**src/hw/scg_params.svh**
```systemverilog
// Constants of the system clock generator: addresses, fields, reset values, timing.
`ifndef SCG_PARAMS_SVH
`define SCG_PARAMS_SVH

// Serial control bus addresses
`define SCG_ADDR_RESET      8'h01
`define SCG_ADDR_SC1_PLL    8'hab
`define SCG_ADDR_SC1_REF    8'hac
`define SCG_ADDR_SC2_PLL    8'had
`define SCG_ADDR_SC2_REF    8'hae
`define SCG_ADDR_MAIN_PLL   8'hbc
`define SCG_ADDR_MAIN_REF   8'hbd

// Frame lengths in serial bits
`define SCG_ADDR_BITS       5'h08
`define SCG_DATA_BITS       5'h10

// PLL configure fields
`define SCG_PLL_N_MSB       11
`define SCG_PLL_N_LSB       0
`define SCG_PLL_V_MSB       15
`define SCG_PLL_V_LSB       12

// Reference configure fields
`define SCG_REF_R_MSB       11
`define SCG_REF_R_LSB       0
`define SCG_REF_PS_BIT      12
`define SCG_REF_EN_BIT      13
`define SCG_REF_ROUTE_MSB   15
`define SCG_REF_ROUTE_LSB   14

// Routing codes
`define SCG_ROUTE_PLL       2'h0
`define SCG_ROUTE_REF       2'h1

// Reset values, set for a 6.144 MHz reference and 96 kHz comparison
`define SCG_SC_PLL_RST      16'h0040
`define SCG_SC_REF_RST      16'h4040
`define SCG_SC_REF_EN_RST   16'h2000
`define SCG_MAIN_PLL_RST    16'h1100
`define SCG_MAIN_REF_RST    16'h0040

// Clock rates and times
`define SCG_CLK_KHZ         200000
`define SCG_XTAL_KHZ        6144
`define SCG_MAIN_KHZ        24576
`define SCG_GP_PERIOD_NS    250000
`define SCG_CONV_DIV        768
`define SCG_DPLL_GAIN       20

// Pin synchroniser bit positions and idle levels
`define SCG_PIN_DATA        0
`define SCG_PIN_SCLK        1
`define SCG_PIN_CSN         2
`define SCG_PIN_OSC         3
`define SCG_PIN_EXT         4
`define SCG_PIN_RST         5'h04

`endif

```
**src/hw/scg_pkg.sv**
```systemverilog
// Types of the system clock generator.
package scg_pkg;

  typedef enum logic [1:0] {
    SCG_CB_ADDR,
    SCG_CB_DATA,
    SCG_CB_SKIP
  } scg_cbus_state_e;

  typedef logic [15:0] scg_word_t;
  typedef logic [1:0]  scg_route_t;

endpackage : scg_pkg

```
**src/hw/scg_dpll.sv**
```systemverilog
// Digital PLL: reference divider, frequency-locked NCO and output divider.
`timescale 1ns/1ps
`default_nettype none

module scg_dpll
  import scg_pkg::*;
#(
  parameter int W    = 32,
  parameter int NW   = 12,
  parameter int VW   = 4,
  parameter int GAIN = 20
) (
  // Clock and reset
  input  wire logic          clk,
  input  wire logic          nrst,
  // Reference and settings
  input  wire logic          ref_tick,
  input  wire logic [NW-1:0] r_div,
  input  wire logic [NW-1:0] n_mul,
  input  wire logic [VW-1:0] v_div,
  // Loop outputs
  output logic               vco_tick,
  output logic               out_lvl
);

  logic [NW-1:0]      rcnt_q, rcnt_d, vcnt_q, vcnt_d, r_eff;
  logic [W-1:0]       acc_q, acc_d, inc_q, inc_d;
  logic [VW-1:0]      dcnt_q, dcnt_d, v_eff;
  logic               tick_q, tick_d, lvl_q, lvl_d, cmp, carry;
  logic signed [NW:0]  err;
  logic signed [W+1:0] adj, nxt;

  //////////////////////////////////////////////////////////////////////////////

  always_comb begin
    r_eff  = (r_div == '0) ? NW'(1) : r_div;
    v_eff  = (v_div == '0) ? VW'(1) : v_div;
    {carry, acc_d} = {1'b0, acc_q} + {1'b0, inc_q};
    cmp    = ref_tick && (rcnt_q >= r_eff - NW'(1));
    rcnt_d = ref_tick ? (cmp ? '0 : rcnt_q + NW'(1)) : rcnt_q;
    // Loop error: wanted VCO ticks per comparison period minus counted ticks
    err    = $signed({1'b0, n_mul}) - $signed({1'b0, vcnt_q});
    adj    = $signed({{(W+1-NW){err[NW]}}, err}) <<< GAIN;
    nxt    = $signed({2'b00, inc_q}) + adj;
    inc_d  = inc_q;
    vcnt_d = vcnt_q;
    if (cmp) begin
      vcnt_d = NW'(carry);
      // Clamp keeps the NCO below half the system clock
      if (nxt < 0) begin
        inc_d = '0;
      end else if (nxt[W+1:W-1] != 3'h0) begin
        inc_d = {1'b0, {(W-1){1'b1}}};
      end else begin
        inc_d = nxt[W-1:0];
      end
    end else if (carry && (vcnt_q != {NW{1'b1}})) begin
      vcnt_d = vcnt_q + NW'(1);
    end
    tick_d = carry;
    dcnt_d = dcnt_q;
    lvl_d  = lvl_q;
    if (carry) begin
      if (dcnt_q >= v_eff - VW'(1)) begin
        dcnt_d = '0;
        lvl_d  = ~lvl_q;
      end else begin
        dcnt_d = dcnt_q + VW'(1);
      end
    end
  end

  always_ff @(posedge clk or negedge nrst) begin
    if (!nrst) begin
      rcnt_q <= '0;
      vcnt_q <= '0;
      acc_q  <= '0;
      inc_q  <= '0;
      dcnt_q <= '0;
      tick_q <= 1'b0;
      lvl_q  <= 1'b0;
    end else begin
      rcnt_q <= rcnt_d;
      vcnt_q <= vcnt_d;
      acc_q  <= acc_d;
      inc_q  <= inc_d;
      dcnt_q <= dcnt_d;
      tick_q <= tick_d;
      lvl_q  <= lvl_d;
    end
  end

  assign vco_tick = tick_q;
  assign out_lvl  = lvl_q;

endmodule // scg_dpll

`default_nettype wire

```
**src/hw/scg_top.sv**
```systemverilog
// System clock generator: reference, main clock, derived ticks, two system clocks.
`timescale 1ns/1ps
`default_nettype none
`include "scg_params.svh"

module scg_top
  import scg_pkg::*;
#(
  parameter int        XTAL_KHZ = `SCG_XTAL_KHZ,
  parameter bit        REDUCED  = 1'b0,
  parameter int        CONV_DIV = `SCG_CONV_DIV,
  parameter scg_word_t GP_DIV   = 16'(64'(`SCG_GP_PERIOD_NS) * 64'(`SCG_MAIN_KHZ) / 64'd1000000)
) (
  // Clock and reset
  input  wire logic      clk,
  input  wire logic      nrst,
  // Reference pins
  input  wire logic      osc_in,
  input  wire logic      ref_ext_select,
  // Serial control bus
  input  wire logic      cbus_sclk,
  input  wire logic      cbus_csn_n,
  input  wire logic      cbus_cmd_data,
  // Firmware side
  input  wire logic      idle_mode,
  input  wire logic      clock_param_load,
  input  wire scg_word_t clock_param_main_pll,
  input  wire scg_word_t clock_param_main_ref,
  input  wire scg_word_t clock_param_gp_div,
  // Clock outputs
  output logic           system_clock_output_one,
  output logic           system_clock_output_two,
  output logic           main_clock_out,
  output logic           general_purpose_timer_tick,
  output logic           converter_tick
);

  localparam logic [31:0] XTAL_INC   = 32'((64'(XTAL_KHZ) << 32) / 64'(`SCG_CLK_KHZ));
  localparam scg_word_t   SC_REF_RST = `SCG_SC_REF_RST | (REDUCED ? 16'h0000 : `SCG_SC_REF_EN_RST);

  // Write decode used by the frame decoder; the register apply path decodes paddr_q on its own
  function automatic logic is_reg_addr(input logic [7:0] a);
    is_reg_addr = (a == `SCG_ADDR_SC1_PLL) || (a == `SCG_ADDR_SC1_REF) ||
                  (a == `SCG_ADDR_SC2_PLL) || (a == `SCG_ADDR_SC2_REF) ||
                  (a == `SCG_ADDR_MAIN_PLL) || (a == `SCG_ADDR_MAIN_REF);
  endfunction

  //////////////////////////////////////////////////////////////////////////////
  // Pin synchronisers: three stages, a change counts when stages two and three agree

  logic [4:0] pin_in, s1_q, s2_q, s3_q, filt_q, filt_d;

  assign pin_in = {ref_ext_select, osc_in, cbus_csn_n, cbus_sclk, cbus_cmd_data};

  always_comb begin
    filt_d = filt_q;
    for (int i = 0; i < 5; i++) begin
      if (s2_q[i] == s3_q[i]) begin
        filt_d[i] = s3_q[i];
      end
    end
  end

  always_ff @(posedge clk or negedge nrst) begin
    if (!nrst) begin
      s1_q   <= `SCG_PIN_RST;
      s2_q   <= `SCG_PIN_RST;
      s3_q   <= `SCG_PIN_RST;
      filt_q <= `SCG_PIN_RST;
    end else begin
      s1_q   <= pin_in;
      s2_q   <= s1_q;
      s3_q   <= s2_q;
      filt_q <= filt_d;
    end
  end

  //////////////////////////////////////////////////////////////////////////////
  // Reference: crystal NCO or external clock on the oscillator pin

  logic [31:0] xacc_q, xacc_d;
  logic        ref_lvl_q, ref_lvl_d, ref_tick_q, ref_tick_d;

  always_comb begin
    xacc_d     = xacc_q + XTAL_INC;
    ref_lvl_d  = filt_q[`SCG_PIN_EXT] ? filt_q[`SCG_PIN_OSC] : xacc_q[31];
    ref_tick_d = ref_lvl_d && !ref_lvl_q;
  end

  always_ff @(posedge clk or negedge nrst) begin
    if (!nrst) begin
      xacc_q     <= '0;
      ref_lvl_q  <= 1'b0;
      ref_tick_q <= 1'b0;
    end else begin
      xacc_q     <= xacc_d;
      ref_lvl_q  <= ref_lvl_d;
      ref_tick_q <= ref_tick_d;
    end
  end

  //////////////////////////////////////////////////////////////////////////////
  // Serial bus frame decoder: address byte, then 16 data bits for clock registers

  scg_cbus_state_e cb_q, cb_d;
  logic [4:0]      bcnt_q, bcnt_d;
  logic [7:0]      addr_q, addr_d;
  scg_word_t       sh_q, sh_d;
  logic            wr_vld, sclk_rise, gp_tick_q;
  logic            pend_q, pend_d;
  logic [7:0]      paddr_q, paddr_d;
  scg_word_t       pdata_q, pdata_d;

  assign sclk_rise = s2_q[`SCG_PIN_SCLK] && s3_q[`SCG_PIN_SCLK] && !filt_q[`SCG_PIN_SCLK];

  always_comb begin
    cb_d   = cb_q;
    bcnt_d = bcnt_q;
    addr_d = addr_q;
    sh_d   = sh_q;
    wr_vld = 1'b0;
    if (filt_q[`SCG_PIN_CSN]) begin
      // Deselect drops any partial frame
      cb_d   = SCG_CB_ADDR;
      bcnt_d = '0;
    end else if (sclk_rise) begin
      case (cb_q)
        SCG_CB_ADDR: begin
          addr_d = {addr_q[6:0], s3_q[`SCG_PIN_DATA]};
          bcnt_d = bcnt_q + 5'h01;
          if (bcnt_d == `SCG_ADDR_BITS) begin
            bcnt_d = '0;
            if (addr_d == `SCG_ADDR_RESET) begin
              wr_vld = 1'b1;
              cb_d   = SCG_CB_SKIP;
            end else if (is_reg_addr(addr_d)) begin
              cb_d = SCG_CB_DATA;
            end else begin
              cb_d = SCG_CB_SKIP;
            end
          end
        end
        SCG_CB_DATA: begin
          sh_d   = {sh_q[14:0], s3_q[`SCG_PIN_DATA]};
          bcnt_d = bcnt_q + 5'h01;
          if (bcnt_d == `SCG_DATA_BITS) begin
            wr_vld = 1'b1;
            cb_d   = SCG_CB_SKIP;
          end
        end
        SCG_CB_SKIP: begin
          cb_d = SCG_CB_SKIP;
        end
        default: begin
          cb_d = SCG_CB_ADDR;
        end
      endcase
    end
  end

  // One pending write; in idle it waits for the timer tick, a newer write replaces it
  logic apply;

  always_comb begin
    apply   = pend_q && (!idle_mode || gp_tick_q);
    pend_d  = pend_q && !apply;
    paddr_d = paddr_q;
    pdata_d = pdata_q;
    if (wr_vld) begin
      pend_d  = 1'b1;
      paddr_d = addr_d;
      pdata_d = sh_d;
    end
  end

  always_ff @(posedge clk or negedge nrst) begin
    if (!nrst) begin
      cb_q    <= SCG_CB_ADDR;
      bcnt_q  <= '0;
      addr_q  <= '0;
      sh_q    <= '0;
      pend_q  <= 1'b0;
      paddr_q <= '0;
      pdata_q <= '0;
    end else begin
      cb_q    <= cb_d;
      bcnt_q  <= bcnt_d;
      addr_q  <= addr_d;
      sh_q    <= sh_d;
      pend_q  <= pend_d;
      paddr_q <= paddr_d;
      pdata_q <= pdata_d;
    end
  end

  //////////////////////////////////////////////////////////////////////////////
  // Write-only clock registers; nothing here is ever driven back onto the bus

  scg_word_t sc_pll_q [2];
  scg_word_t sc_pll_d [2];
  scg_word_t sc_ref_q [2];
  scg_word_t sc_ref_d [2];
  scg_word_t main_pll_q, main_pll_d, main_ref_q, main_ref_d, gp_div_q, gp_div_d;

  always_comb begin
    sc_pll_d   = sc_pll_q;
    sc_ref_d   = sc_ref_q;
    main_pll_d = main_pll_q;
    main_ref_d = main_ref_q;
    gp_div_d   = gp_div_q;
    if (clock_param_load) begin
      main_pll_d = clock_param_main_pll;
      main_ref_d = clock_param_main_ref;
      gp_div_d   = clock_param_gp_div;
    end
    if (apply) begin
      case (paddr_q)
        `SCG_ADDR_RESET: begin
          sc_pll_d = '{`SCG_SC_PLL_RST, `SCG_SC_PLL_RST};
          sc_ref_d = '{SC_REF_RST, SC_REF_RST};
        end
        `SCG_ADDR_SC1_PLL:  sc_pll_d[0] = pdata_q;
        `SCG_ADDR_SC2_PLL:  sc_pll_d[1] = pdata_q;
        `SCG_ADDR_SC1_REF:  sc_ref_d[0] = pdata_q;
        `SCG_ADDR_SC2_REF:  sc_ref_d[1] = pdata_q;
        // Firmware owns these; a bus write is still honoured so firmware can load them
        `SCG_ADDR_MAIN_PLL: main_pll_d = pdata_q;
        `SCG_ADDR_MAIN_REF: main_ref_d = pdata_q;
        default: begin
          sc_pll_d = sc_pll_q;
        end
      endcase
    end
  end

  always_ff @(posedge clk or negedge nrst) begin
    if (!nrst) begin
      sc_pll_q   <= '{`SCG_SC_PLL_RST, `SCG_SC_PLL_RST};
      sc_ref_q   <= '{SC_REF_RST, SC_REF_RST};
      main_pll_q <= `SCG_MAIN_PLL_RST;
      main_ref_q <= `SCG_MAIN_REF_RST;
      gp_div_q   <= GP_DIV;
    end else begin
      sc_pll_q   <= sc_pll_d;
      sc_ref_q   <= sc_ref_d;
      main_pll_q <= main_pll_d;
      main_ref_q <= main_ref_d;
      gp_div_q   <= gp_div_d;
    end
  end

  //////////////////////////////////////////////////////////////////////////////
  // Main clock PLL and the two system clock PLLs

  logic       main_tick, main_lvl;
  logic [1:0] sc_lvl;

  scg_dpll #(.GAIN(`SCG_DPLL_GAIN)) u_main_pll (
    .clk      (clk),
    .nrst     (nrst),
    .ref_tick (ref_tick_q),
    .r_div    (main_ref_q[`SCG_REF_R_MSB:`SCG_REF_R_LSB]),
    .n_mul    (main_pll_q[`SCG_PLL_N_MSB:`SCG_PLL_N_LSB]),
    .v_div    (main_pll_q[`SCG_PLL_V_MSB:`SCG_PLL_V_LSB]),
    .vco_tick (main_tick),
    .out_lvl  (main_lvl)
  );

  for (genvar g = 0; g < 2; g++) begin : g_sc
    scg_dpll #(.GAIN(`SCG_DPLL_GAIN)) u_sc_pll (
      .clk      (clk),
      .nrst     (nrst),
      .ref_tick (ref_tick_q),
      .r_div    (sc_ref_q[g][`SCG_REF_R_MSB:`SCG_REF_R_LSB]),
      .n_mul    (sc_pll_q[g][`SCG_PLL_N_MSB:`SCG_PLL_N_LSB]),
      .v_div    (sc_pll_q[g][`SCG_PLL_V_MSB:`SCG_PLL_V_LSB]),
      .vco_tick (),
      .out_lvl  (sc_lvl[g])
    );
  end

  //////////////////////////////////////////////////////////////////////////////
  // Derived ticks and registered outputs

  scg_word_t  gcnt_q, gcnt_d;
  logic [15:0] ccnt_q, ccnt_d;
  logic       gp_tick_d, conv_q, conv_d, main_q;
  logic [1:0] sco_q, sco_d;
  scg_route_t route;

  always_comb begin
    gcnt_d    = gcnt_q;
    gp_tick_d = 1'b0;
    if (main_tick) begin
      gp_tick_d = (gcnt_q >= gp_div_q - 16'h0001);
      gcnt_d    = gp_tick_d ? '0 : gcnt_q + 16'h0001;
    end
    ccnt_d = ccnt_q;
    conv_d = 1'b0;
    if (ref_tick_q) begin
      conv_d = (ccnt_q >= 16'(CONV_DIV - 1));
      ccnt_d = conv_d ? '0 : ccnt_q + 16'h0001;
    end
    route = '0;
    for (int i = 0; i < 2; i++) begin
      route    = sc_ref_q[i][`SCG_REF_ROUTE_MSB:`SCG_REF_ROUTE_LSB];
      // Powersave and disable both hold the pin low
      sco_d[i] = sc_ref_q[i][`SCG_REF_EN_BIT] && !sc_ref_q[i][`SCG_REF_PS_BIT] &&
                 ((route == `SCG_ROUTE_REF) ? ref_lvl_q : sc_lvl[i]);
    end
  end

  always_ff @(posedge clk or negedge nrst) begin
    if (!nrst) begin
      gcnt_q    <= '0;
      gp_tick_q <= 1'b0;
      ccnt_q    <= '0;
      conv_q    <= 1'b0;
      main_q    <= 1'b0;
      sco_q     <= '0;
    end else begin
      gcnt_q    <= gcnt_d;
      gp_tick_q <= gp_tick_d;
      ccnt_q    <= ccnt_d;
      conv_q    <= conv_d;
      main_q    <= main_lvl;
      sco_q     <= sco_d;
    end
  end

  assign system_clock_output_one = sco_q[0];
  assign system_clock_output_two = sco_q[1];
  assign main_clock_out          = main_q;
  assign general_purpose_timer_tick           = gp_tick_q;
  assign converter_tick          = conv_q;

endmodule // scg_top

`default_nettype wire

```
**config.mk**
```make
export PLATFORM = sky130hd
export DESIGN_NAME = scg_top
export DESIGN_NICKNAME = d
export VERILOG_FILES = /design/src/hw/scg_pkg.sv /design/src/hw/scg_dpll.sv /design/src/hw/scg_top.sv
export VERILOG_INCLUDE_DIRS = /design/src /design/src/hw
export SDC_FILE = /design/constraint.sdc
export NUM_CORES = 1
export LEC_CHECK = 0
export ABC_AREA = 1
export BUFFER_PORTS_ARGS = -buffer_cell sky130_fd_sc_hd__buf_2
export CORE_MARGIN = 2
export CORE_UTILIZATION = 45
export CTS_BUF_LIST = sky130_fd_sc_hd__clkbuf_4
export DETAILED_ROUTE_END_ITERATION = 10
export GPL_ROUTABILITY_DRIVEN = 0
export GPL_TIMING_DRIVEN = 0
export SLEW_MARGIN = 20
export SYNTH_ARGS = -nofsm -noshare
export SYNTH_HDL_FRONTEND = slang
export SYNTH_HIERARCHICAL = 1
export SYNTH_SLANG_ARGS = --single-unit
```
**constraint.sdc**
```tcl
create_clock -name clk -period 4.1 [get_ports clk]
set_input_delay 0.82 -clock clk [delete_from_list [all_inputs] [get_ports clk]]
set_output_delay 0.82 -clock clk [all_outputs]
set_load 0.005 [all_outputs]
```
==> results of run 1 <==
metal layers:
layer | GRT usage | vias up
met5 | 0 | -
met4 | 0.0739 | 4
met3 | 0.0356 | 138
met2 | 0.351 | 424
met1 | 0.287 | 13100
li1 | - | 14900
power breakdown:
part	leakage (nW)	switching [mW]	internal (mW)
clock network	1.05	2.14	2.48
registers	6.22	0.215	4.99
logic	12.4	0.827	0.537
total	19.7	3.19	8.01
area by class of cell:
class / instances / share of cell area
Tap cell: 959 / 0.0329
Sequential cell: 477 / 0.328
Clock inverter: 50 / 0.00927
Buffer: 66 / 0.0110
Inverter: 640 / 0.0659
Clock buffer: 192 / 0.0396
Timing Repair Buffer: 80 / 0.0170
Antenna cell: 6 / 0.000412
Multi-Input combinational cell: 3266 / 0.496
worst register-to-register path, delay by kind of cell (launching register included):
family / cells / cell delay, ns
xor+xnor: 1 / 0.10
flops: 1 / 0.58
fa+ha+maj: 2 / 0.51
buf+inv: 3 / 0.63
simple gates: 17 / 1.89
what timing repair did:
item	4_1_cts	5_1_grt
gates resized for setup	0	4
endpoints found under the setup margin	0	31
endpoints found under the hold margin	65	0
hold buffers	19	0
path summary, 6_finish.rpt:
kind | cells after the start | slack, ns | start | to
max reg2reg | 23 | 0.24 | main_ref_q[6] | u_main_pll/inc_q[18]
max in group asynchronous | 5 | 2.11 | nrst | gp_div_q[11]
min in group asynchronous | 2 | 0.34 | nrst | g_sc[1].u_sc_pll/acc_q[6]
min reg2reg | 0 | 0.34 | s1_q[3] | s2_q[3]
min | 3 | 0.13 | clock_param_gp_div[5] | gp_div_q[5]
max | 23 | 0.24 | main_ref_q[6] | u_main_pll/inc_q[18]
flip-flops by register name, summed over array words and instances, names as in the netlist, 24 cells and up:
signal,flops
g_sc.u_sc_pll/inc_q,26
sc_ref_q,30
g_sc.u_sc_pll/vcnt_q,24
sc_pll_q,32
u_main_pll/acc_q,32
g_sc.u_sc_pll/acc_q,64
xacc_q,32
g_sc.u_sc_pll/rcnt_q,24
==> run summary, run 1 <==
Worst setup EP type -> flip-flop
FP Rows -> 99
HPWL after DPL -> 60500 microns
FF/Latch Area -> 0.0120 sq mm
Global-route wire length before repair -> 132000 microns
Routed WL per cell -> 13.8 microns
Fin crit share -> 0.942
Peak supply drop -> 0.179 mV
Tmin final -> 3.86 ns
IO Port Bufs -> 56
# IOs -> 62
Reg clk slew, reported paths -> 0.06 ns
Commonest non-fill, non-tap cell in the layout -> nand2_1
Setup violators final -> 0
# DRC -> 0
Die Ht -> 274 microns
Worst slack, placed -> 0.239 ns
Initial antenna violation count -> 6
Crit path cell chain -> nor2_1 > nand2_1 > nor2_1 > nand2_1 > nand2_1 > inv_1 > ha_1 > nand3_1 > nor3_2 > nor3b_1 > xnor2_1 > ha_1 > nand2_1 > nor2_1 > and2_1 > nand2_1 > nand4_1 > nand2_2 > inv_2 > buf_2 > nand2_1 > nand2_1 > nand2_1
Final net count -> 4991
Met3 WL post-DR -> 2910 microns
Post-Route WL -> 79300 microns
Vias in the first global route -> 27300
CTS root buf -> clkbuf_4
1st-pass router iterations -> 5
Total congestion overflow -> 0
Worst skew pair latency -> 0.97 ns
Final hold vios -> 0
Placed Cells -> 5469
CTS tree -> done
Hold WC Path Type -> input port to flip-flop
Warnings, synthesis -> 6
Clock tree sinks -> 477
DR top layer -> met5
PD cells -> 307 mW/mm^2
First DRT Iteration DRCs -> 1667
CTS Buf Count -> 137
Status -> completed
Met2 WL post-DR -> 36500 microns
Final ANT Viol Nets -> 0
Area Growth Syn to Fin -> 11.1%
Cells after synthesis -> 4449
Via count -> 28500
Worst path top cell family by delay -> simple AND/OR/NAND/NOR gates
Area of the mapped netlist -> 0.0328 sq mm
Final WS setup -> 0.238 ns
Final Skew -> 0.0827 ns
Routed vias/inst -> 4.97
Setup Fix Bufs, Post-CTS -> 0
Synthesized area per cell -> 7.37 sq um
Max Slew Vio Count -> 0
Startpoint types -> flip-flop
CP max stage delay -> 0.58 ns
Critical path type -> flip-flop to flip-flop
Util after Layout -> 0.502
Final Total Pwr -> 11.2 mW
Net Count, Synth -> 4772
Die ar. -> 0.0751 sq mm
Largest net degree at the start of global routing -> 96
Measured slew at the worst slew-check pin -> 1.08 ns
Share of cells above drive strength 1 -> 0.0929
Placed Area -> 0.0344 sq mm
LEAKAGE -> 19.7 nW
Fillcell total -> 7404
Core area -> 0.0726 sq mm
Clock buffer depth -> 3
CP Max Fanout -> 10
Crit path DAT -> 4.66 ns
Post-route design area -> 0.0364 sq mm
Post-route insts no fill -> 5736
CP max stage cell -> dfstp_2
Worst path most repeated cell -> nand2_1
Relative slew margins -> 0.279
Worst Path Buf+Inv -> 3
Area occupied by multi-input gates -> 0.0181 sq mm
Starting Density -> 0.452
H-Tree Depth -> 4
Hold_ws -> 0.133 ns
Chip Width -> 274 microns
GR Util All Layers -> 0.214
Commonest cells after routing, fill and taps aside -> nand2_1, inv_1, nor2_1
WP data required -> 4.90 ns
Max-Cap Viols -> 0
Setup TNS -> 0 ns
FMAX -> 259 MHz
Met1 Wirelength -> 38100 microns
(Power assumes the default switching activity.)
==> run 2, diff against run 1 <==
MAX_ROUTING_LAYER = met4   (was default)
==> run 2 against run 1 <==
Net effect:
- sequential power is essentially flat
- utilization is essentially flat
- fmax shrank 0.77%
- register-to-register slack lost 0.03 ns
- via count shrank 0.28%
- die area is the same
- largest power group unchanged
==> run summary, run 2 (synthesis results as in run 1) <==
H-Tree Depth -> 4 (unchanged)
Largest register FFs -> 64 (unchanged)
Commonest non-fill, non-tap cell in the layout -> nand2_1 (unchanged)
Hold Startpoint -> clock_param_gp_div[5] (unchanged)
Fin crit share -> 0.949 (was 0.942)
Peak supply drop -> 0.179 mV (about the same)
Clock tree sinks -> 477 (unchanged)
Post-route insts no fill -> 5738 (was 5736)
Measured slew at the worst slew-check pin -> 1.06 ns (was 1.08 ns)
CP Max Fanout -> 10 (unchanged)
Relative slew margins -> 0.293 (was 0.279)
Worst r2r src -> main_ref_q[6] (unchanged)
Startpoint types -> flip-flop (unchanged)
Final hold vios -> 0 (unchanged)
1st-pass router iterations -> 5 (unchanged)
Chip Width -> 274 microns (unchanged)
PD cells -> 307 mW/mm^2 (about the same)
Worst setup EP type -> flip-flop (unchanged)
Crit path cell chain -> nor2_1 > nand2_1 > nor2_1 > nand2_1 > nand2_1 > inv_1 > ha_1 > nand3_1 > nor3_2 > nor3b_1 > xnor2_1 > ha_1 > nand2_1 > nor2_1 > and2_1 > nand2_1 > nand4_1 > nand2_2 > inv_2 > buf_2 > nand2_1 > nand2_1 > nand2_1 (unchanged)
Worst skew pair latency -> 0.96 ns (was 0.97 ns)
FP Rows -> 99 (unchanged)
Final net count -> 4991 (unchanged)
LEAKAGE -> 19.7 nW (unchanged)
Hold WC Path Type -> input port to flip-flop (unchanged)
FMAX -> 257 MHz (was 259 MHz)
Share of cells above drive strength 1 -> 0.0929 (unchanged)
Final WS setup -> 0.208 ns (was 0.238 ns)
Routed vias/inst -> 4.95 (was 4.97)
CTS Buf Count -> 137 (unchanged)
Vias in the first global route -> 27300 (about the same)
Worst slack, placed -> 0.239 ns (unchanged)
Die ar. -> 0.0751 sq mm (unchanged)
Die Ht -> 274 microns (unchanged)
Reg clk slew, reported paths -> 0.06 ns (about the same)
WP data required -> 4.89 ns (was 4.90 ns)
Clock buffer depth -> 3 (unchanged)
Total congestion overflow -> 0 (unchanged)
HPWL after DPL -> 60500 microns (unchanged)
Commonest cells after routing, fill and taps aside -> nand2_1, inv_1, nor2_1 (unchanged)
Core area -> 0.0726 sq mm (unchanged)
Setup Fix Bufs, Post-CTS -> 0 (unchanged)
Starting Density -> 0.452 (unchanged)
Global-route wire length before repair -> 132000 microns (about the same)
Critical path type -> flip-flop to flip-flop (unchanged)
CP max stage delay -> 0.58 ns (about the same)
Max-Cap Viols -> 0 (unchanged)
Max Slew Vio Count -> 0 (unchanged)
CTS root buf -> clkbuf_4 (unchanged)
Placed Area -> 0.0344 sq mm (unchanged)
CP Launch Point -> main_ref_q[6] (unchanged)
Largest net degree at the start of global routing -> 96 (unchanged)
Post-route design area -> 0.0364 sq mm (about the same)
Tmin final -> 3.89 ns (was 3.86 ns)
Post-Route WL -> 79200 microns (was 79300 microns)
GR Util All Layers -> 0.221 (was 0.214)
IO Port Bufs -> 56 (unchanged)
Final Skew -> 0.0838 ns (was 0.0827 ns)
Area Growth Syn to Fin -> 11.1% (about the same)
Placed Cells -> 5469 (unchanged)
Top reg by flops -> g_sc.u_sc_pll/acc_q (unchanged)
First DRT Iteration DRCs -> 1645 (was 1667)
# IOs -> 62 (unchanged)
Routed WL per cell -> 13.8 microns (about the same)
Initial antenna violation count -> 6 (unchanged)
Worst path most repeated cell -> nand2_1 (unchanged)
# DRC -> 0 (unchanged)
Crit path DAT -> 4.68 ns (was 4.66 ns)
Util after Layout -> 0.502 (about the same)
Status -> completed (unchanged)
CP max stage cell -> dfstp_2 (unchanged)
Setup violators final -> 0 (unchanged)
Final ANT Viol Nets -> 0 (unchanged)
Via count -> 28400 (was 28500)
Setup TNS -> 0 ns (unchanged)
CTS tree -> done (unchanged)
run 2: cell count changes in the layout (fill, tap and decap cells not counted), sizes merged:
cell   before  now
diode       6    8
run 2: final timing paths:
kind                                             end  slack [ns]  cells past startpoint
min in group asynchronous  g_sc[1].u_sc_pll/acc_q[6]        0.35                      2
min reg2reg                                  s2_q[3]        0.34                      0
min                                      gp_div_q[5]        0.14                      3
max reg2reg                     u_main_pll/inc_q[18]        0.21                     23
max in group asynchronous               gp_div_q[11]        2.11                      5
max                             u_main_pll/inc_q[18]        0.21                     23
run 2: per-stage QoR:
stage | hold WS, ns | power [mW]
floorplan | 0.331 | 6.21
global placement | 0.333 | 6.61
detailed placement | 0.337 | 6.64
CTS | 0.0192 | 11.4
global route | 0.0516 | 11.9
finish | 0.141 | 11.2
run 2: final cells by class:
| class | count | area (sq um) |
|---|---|---|
| tap | 959 | 1200 |
| clock inverter | 50 | 338 |
| sequential | 477 | 12000 |
| buffer | 66 | 400 |
| inverter | 640 | 2400 |
| fill | 7403 | 36100 |
| clock buffer | 192 | 1440 |
| timing repair buffer | 80 | 618 |
| multi-input combinational | 3266 | 18100 |
| antenna | 8 | 20.0 |
run 2: power by group:
part / switching, mW / internal, mW / leakage [nW]
Sequential: 0.214 / 4.99 / 6.22
Clock: 2.14 / 2.48 / 1.05
Combinational: 0.826 / 0.537 / 12.4
run 2: metal layers:
layer / share of wire / GRT usage
met5: 0 / -
met4: 0.021 / 0.0739
met3: 0.039 / 0.0356
met2: 0.46 / 0.351
met1: 0.48 / 0.287
run 2: timing repair:
item                                    CTS  global route
resized for setup                         0             4
endpoints found under the hold margin    65             0
hold buffers                             19             0
endpoints found under the setup margin    0            31
run 2: critical path: cells and delay by family (launching register included):
| family | cells | cell delay (ns) |
|---|---|---|
| xor+xnor | 1 | 0.10 |
| fa+ha+maj | 2 | 0.52 |
| buf+inv | 3 | 0.63 |
| flops | 1 | 0.58 |
| simple gates | 17 | 1.91 |
==> run 3, diff against run 2 <==
BUFFER_PORTS_ARGS = -buffer_cell sky130_fd_sc_hd__buf_4   (was -buffer_cell sky130_fd_sc_hd__buf_2)
CORE_ASPECT_RATIO = 2   (was default)
SKIP_LAST_GASP = 1   (was default)
==> run 3 against run 2 <==
Net effect:
- sequential power about the same
- via count increased by 3.4%
- clock skew increased by 0.0043 ns
- global-route usage increased by 3.7 points
- sequential share of layout area about the same
- die area increased by 0.18%
- first-iteration DRC count decreased by 18%
- worst setup slack improved by 0.066 ns
- critical path type unchanged
- highest routed layer unchanged
==> run summary, run 3 (synthesis results as in run 1) <==
FF/Latch Area -> 0.0120 sq mm (unchanged)
Commonest non-fill, non-tap cell in the layout -> nand2_1 (unchanged)
Largest register FFs -> 64 (unchanged)
Starting Density -> 0.452 (about the same)
Crit path cell chain -> inv_1 > ha_1 > nand2_1 > nor2_1 > a211oi_2 > o21ai_0 > nand2_1 > nand2_1 > nand2_1 > nand2_1 > inv_1 > ha_1 > nand2_1 > nor2_1 > nand2_1 > a21oi_1 > nor2_1 > nand2_1 > buf_2 > nand4_1 > nand2_1 > nand2_1 (was nor2_1 > nand2_1 > nor2_1 > nand2_1 > nand2_1 > inv_1 > ha_1 > nand3_1 > nor3_2 > nor3b_1 > xnor2_1 > ha_1 > nand2_1 > nor2_1 > and2_1 > nand2_1 > nand4_1 > nand2_2 > inv_2 > buf_2 > nand2_1 > nand2_1 > nand2_1)
Final Skew -> 0.0881 ns (was 0.0838 ns)
Setup violators final -> 0 (unchanged)
Worst Path Buf+Inv -> 3 (unchanged)
Placed Cells -> 5433 (was 5469)
Startpoint types -> flip-flop (unchanged)
Global-route wire length before repair -> 149000 microns (was 132000 microns)
PD cells -> 298 mW/mm^2 (was 307 mW/mm^2)
Vias in the first global route -> 30300 (was 27300)
CP Launch Point -> g_sc[1].u_sc_pll/vcnt_q[2] (was main_ref_q[6])
Final ANT Viol Nets -> 0 (unchanged)
Worst r2r src -> g_sc[1].u_sc_pll/vcnt_q[2] (was main_ref_q[6])
Fin crit share -> 0.933 (was 0.949)
Flop2flop setup slack -> 0.27 ns (was 0.21 ns)
# IOs -> 62 (unchanged)
Hold WC Path Type -> input port to flip-flop (unchanged)
Final hold vios -> 0 (unchanged)
Commonest cells after routing, fill and taps aside -> nand2_1, inv_1, nor2_1 (unchanged)
Critical path type -> flip-flop to flip-flop (unchanged)
Setup TNS -> 0 ns (unchanged)
Tmin final -> 3.83 ns (was 3.89 ns)
Crit path DAT -> 4.67 ns (was 4.68 ns)
Clk pwr share -> 0.390 (was 0.413)
CP max stage cell -> dfrtp_1 (was dfstp_2)
Relative slew margins -> 0.396 (was 0.293)
Psw -> 3.23 mW (was 3.18 mW)
Clock tree sinks -> 477 (unchanged)
CP Max Fanout -> 10 (unchanged)
Reg power frac -> 0.479 (was 0.465)
Hold Startpoint -> clock_param_main_ref[10] (was clock_param_gp_div[5])
Routed WL per cell -> 16.3 microns (was 13.8 microns)
# DRC -> 0 (unchanged)
Fillcell total -> 7426 (was 7403)
Core area -> 0.0725 sq mm (was 0.0726 sq mm)
CTS Buf Count -> 116 (was 137)
Final net count -> 4986 (was 4991)
Worst path most repeated cell -> nand2_1 (unchanged)
Die ar. -> 0.0752 sq mm (was 0.0751 sq mm)
Worst skew pair latency -> 1.03 ns (was 0.96 ns)
FP Rows -> 140 (was 99)
Area occupied by multi-input gates -> 0.0181 sq mm (about the same)
Top reg by flops -> g_sc.u_sc_pll/acc_q (unchanged)
Worst hold path stage count -> 3 (unchanged)
Post-route insts no fill -> 5689 (was 5738)
LEAKAGE -> 19.7 nW (about the same)
Share of cells above drive strength 1 -> 0.0891 (was 0.0929)
CTS tree -> done (unchanged)
Worst path top cell family by delay -> simple AND/OR/NAND/NOR gates (unchanged)
Max-Cap Viols -> 0 (unchanged)
Initial antenna violation count -> 3 (was 6)
Total congestion overflow -> 0 (unchanged)
GR Util All Layers -> 0.258 (was 0.221)
Post-route design area -> 0.0365 sq mm (was 0.0364 sq mm)
Hold-critical path endpoint -> main_ref_q[10] (was gp_div_q[5])
First DRT Iteration DRCs -> 1356 (was 1645)
HPWL after DPL -> 73600 microns (was 60500 microns)
CP max stage delay -> 0.43 ns (was 0.58 ns)
Max Slew Vio Count -> 0 (unchanged)
Worst setup EP type -> flip-flop (unchanged)
Measured slew at the worst slew-check pin -> 0.905 ns (was 1.06 ns)
Peak supply drop -> 0.213 mV (was 0.179 mV)
IO Port Bufs -> 56 (unchanged)
Placed Area -> 0.0345 sq mm (was 0.0344 sq mm)
Final Total Pwr -> 10.9 mW (was 11.2 mW)
Clock buffer depth -> 3 (unchanged)
Area Growth Syn to Fin -> 11.3% (was 11.1%)
Gate power share -> 0.131 (was 0.122)
RSZ-0062 raised after global routing -> yes
Switch share -> 0.297 (was 0.285)
H-Tree Depth -> 3 (was 4)
Via count -> 29400 (was 28400)
Setup Fix Bufs, Post-CTS -> 0 (unchanged)
FMAX -> 261 MHz (was 257 MHz)
Die Ht -> 386 microns (was 274 microns)
Largest net degree at the start of global routing -> 94 (was 96)
Status -> completed (unchanged)
R2R Path End -> g_sc[1].u_sc_pll/inc_q[23] (was u_main_pll/inc_q[18])
WP data required -> 4.94 ns (was 4.89 ns)
Post-Route WL -> 92700 microns (was 79200 microns)
Chip Width -> 195 microns (was 274 microns)
Routed vias/inst -> 5.17 (was 4.95)
Reg clk slew, reported paths -> 0.07 ns (was 0.06 ns)
1st-pass router iterations -> 8 (was 5)
CTS root buf -> clkbuf_4 (unchanged)
Int Power -> 7.63 mW (was 8.01 mW)
Hold_ws -> 0.117 ns (was 0.141 ns)
R2r worst-path depth -> 22 (was 23)
## run 3: cell type report
type | instances | share of cell area
Antenna cell | 7 | 0.000480
Timing Repair Buffer | 96 | 0.0251
Inverter | 640 | 0.0659
Multi-Input combinational cell | 3266 | 0.495
Clock buffer | 174 | 0.0358
Buffer | 66 | 0.0111
Sequential cell | 477 | 0.328
Tap cell | 923 | 0.0316
Clock inverter | 40 | 0.00696
## run 3: worst min-delay path, delay by kind of cell
| kind | cells | cell delay, ns |
|---|---|---|
| buffers and inverters | 1 | 0.09 |
| multiplexers | 1 | 0.06 |
| AO/OA/AOI/OAI | 1 | 0.13 |
## run 3: power groups by stage
stage,Combinational (mW),Sequential [mW],Clock [mW]
global placement,1.36,5.29,0
global route,1.64,5.24,4.62
floorplan,0.988,5.22,0
detailed placement,1.40,5.30,0
CTS,1.44,5.21,4.43
finish,1.42,5.20,4.24
## run 3: layer usage
metal / global-route usage / share of wire / wire length, microns / vias to the layer above
li1: - / - / - / 14800
met1: 0.218 / 0.33 / 30900 / 13600
met2: 0.505 / 0.56 / 51900 / 611
met3: 0.0391 / 0.032 / 2960 / 367
met4: 0.182 / 0.074 / 6900 / 0
met5: - / 0 / 0 / -
## run 3: worst max-delay path by stage
stage                             endpoint  cells past startpoint
4_1_cts               u_main_pll/inc_q[18]                     23
2_1_floorplan  g_sc[0].u_sc_pll/vcnt_q[10]                     21
5_1_grt         g_sc[0].u_sc_pll/inc_q[27]                     21
3_5_place_dp          u_main_pll/inc_q[18]                     23
6_report        g_sc[1].u_sc_pll/inc_q[23]                     22
3_3_place_gp                       s1_q[1]                      1
## run 3: repair_timing
action                     4_1_cts  5_1_grt
resized for setup                0       13
hold endpoints to repair        95        0
hold buffers                    35        0
setup endpoints to repair        0       62
## run 3: per-stage QoR
step / utilization / setup slack [ns]
finish: 0.503 / 0.274
global route: 0.503 / -0.0137
CTS: 0.502 / 0.0392
detailed placement: 0.476 / 0.0989
global placement: 0.474 / -3.24
floorplan: - / 0.867
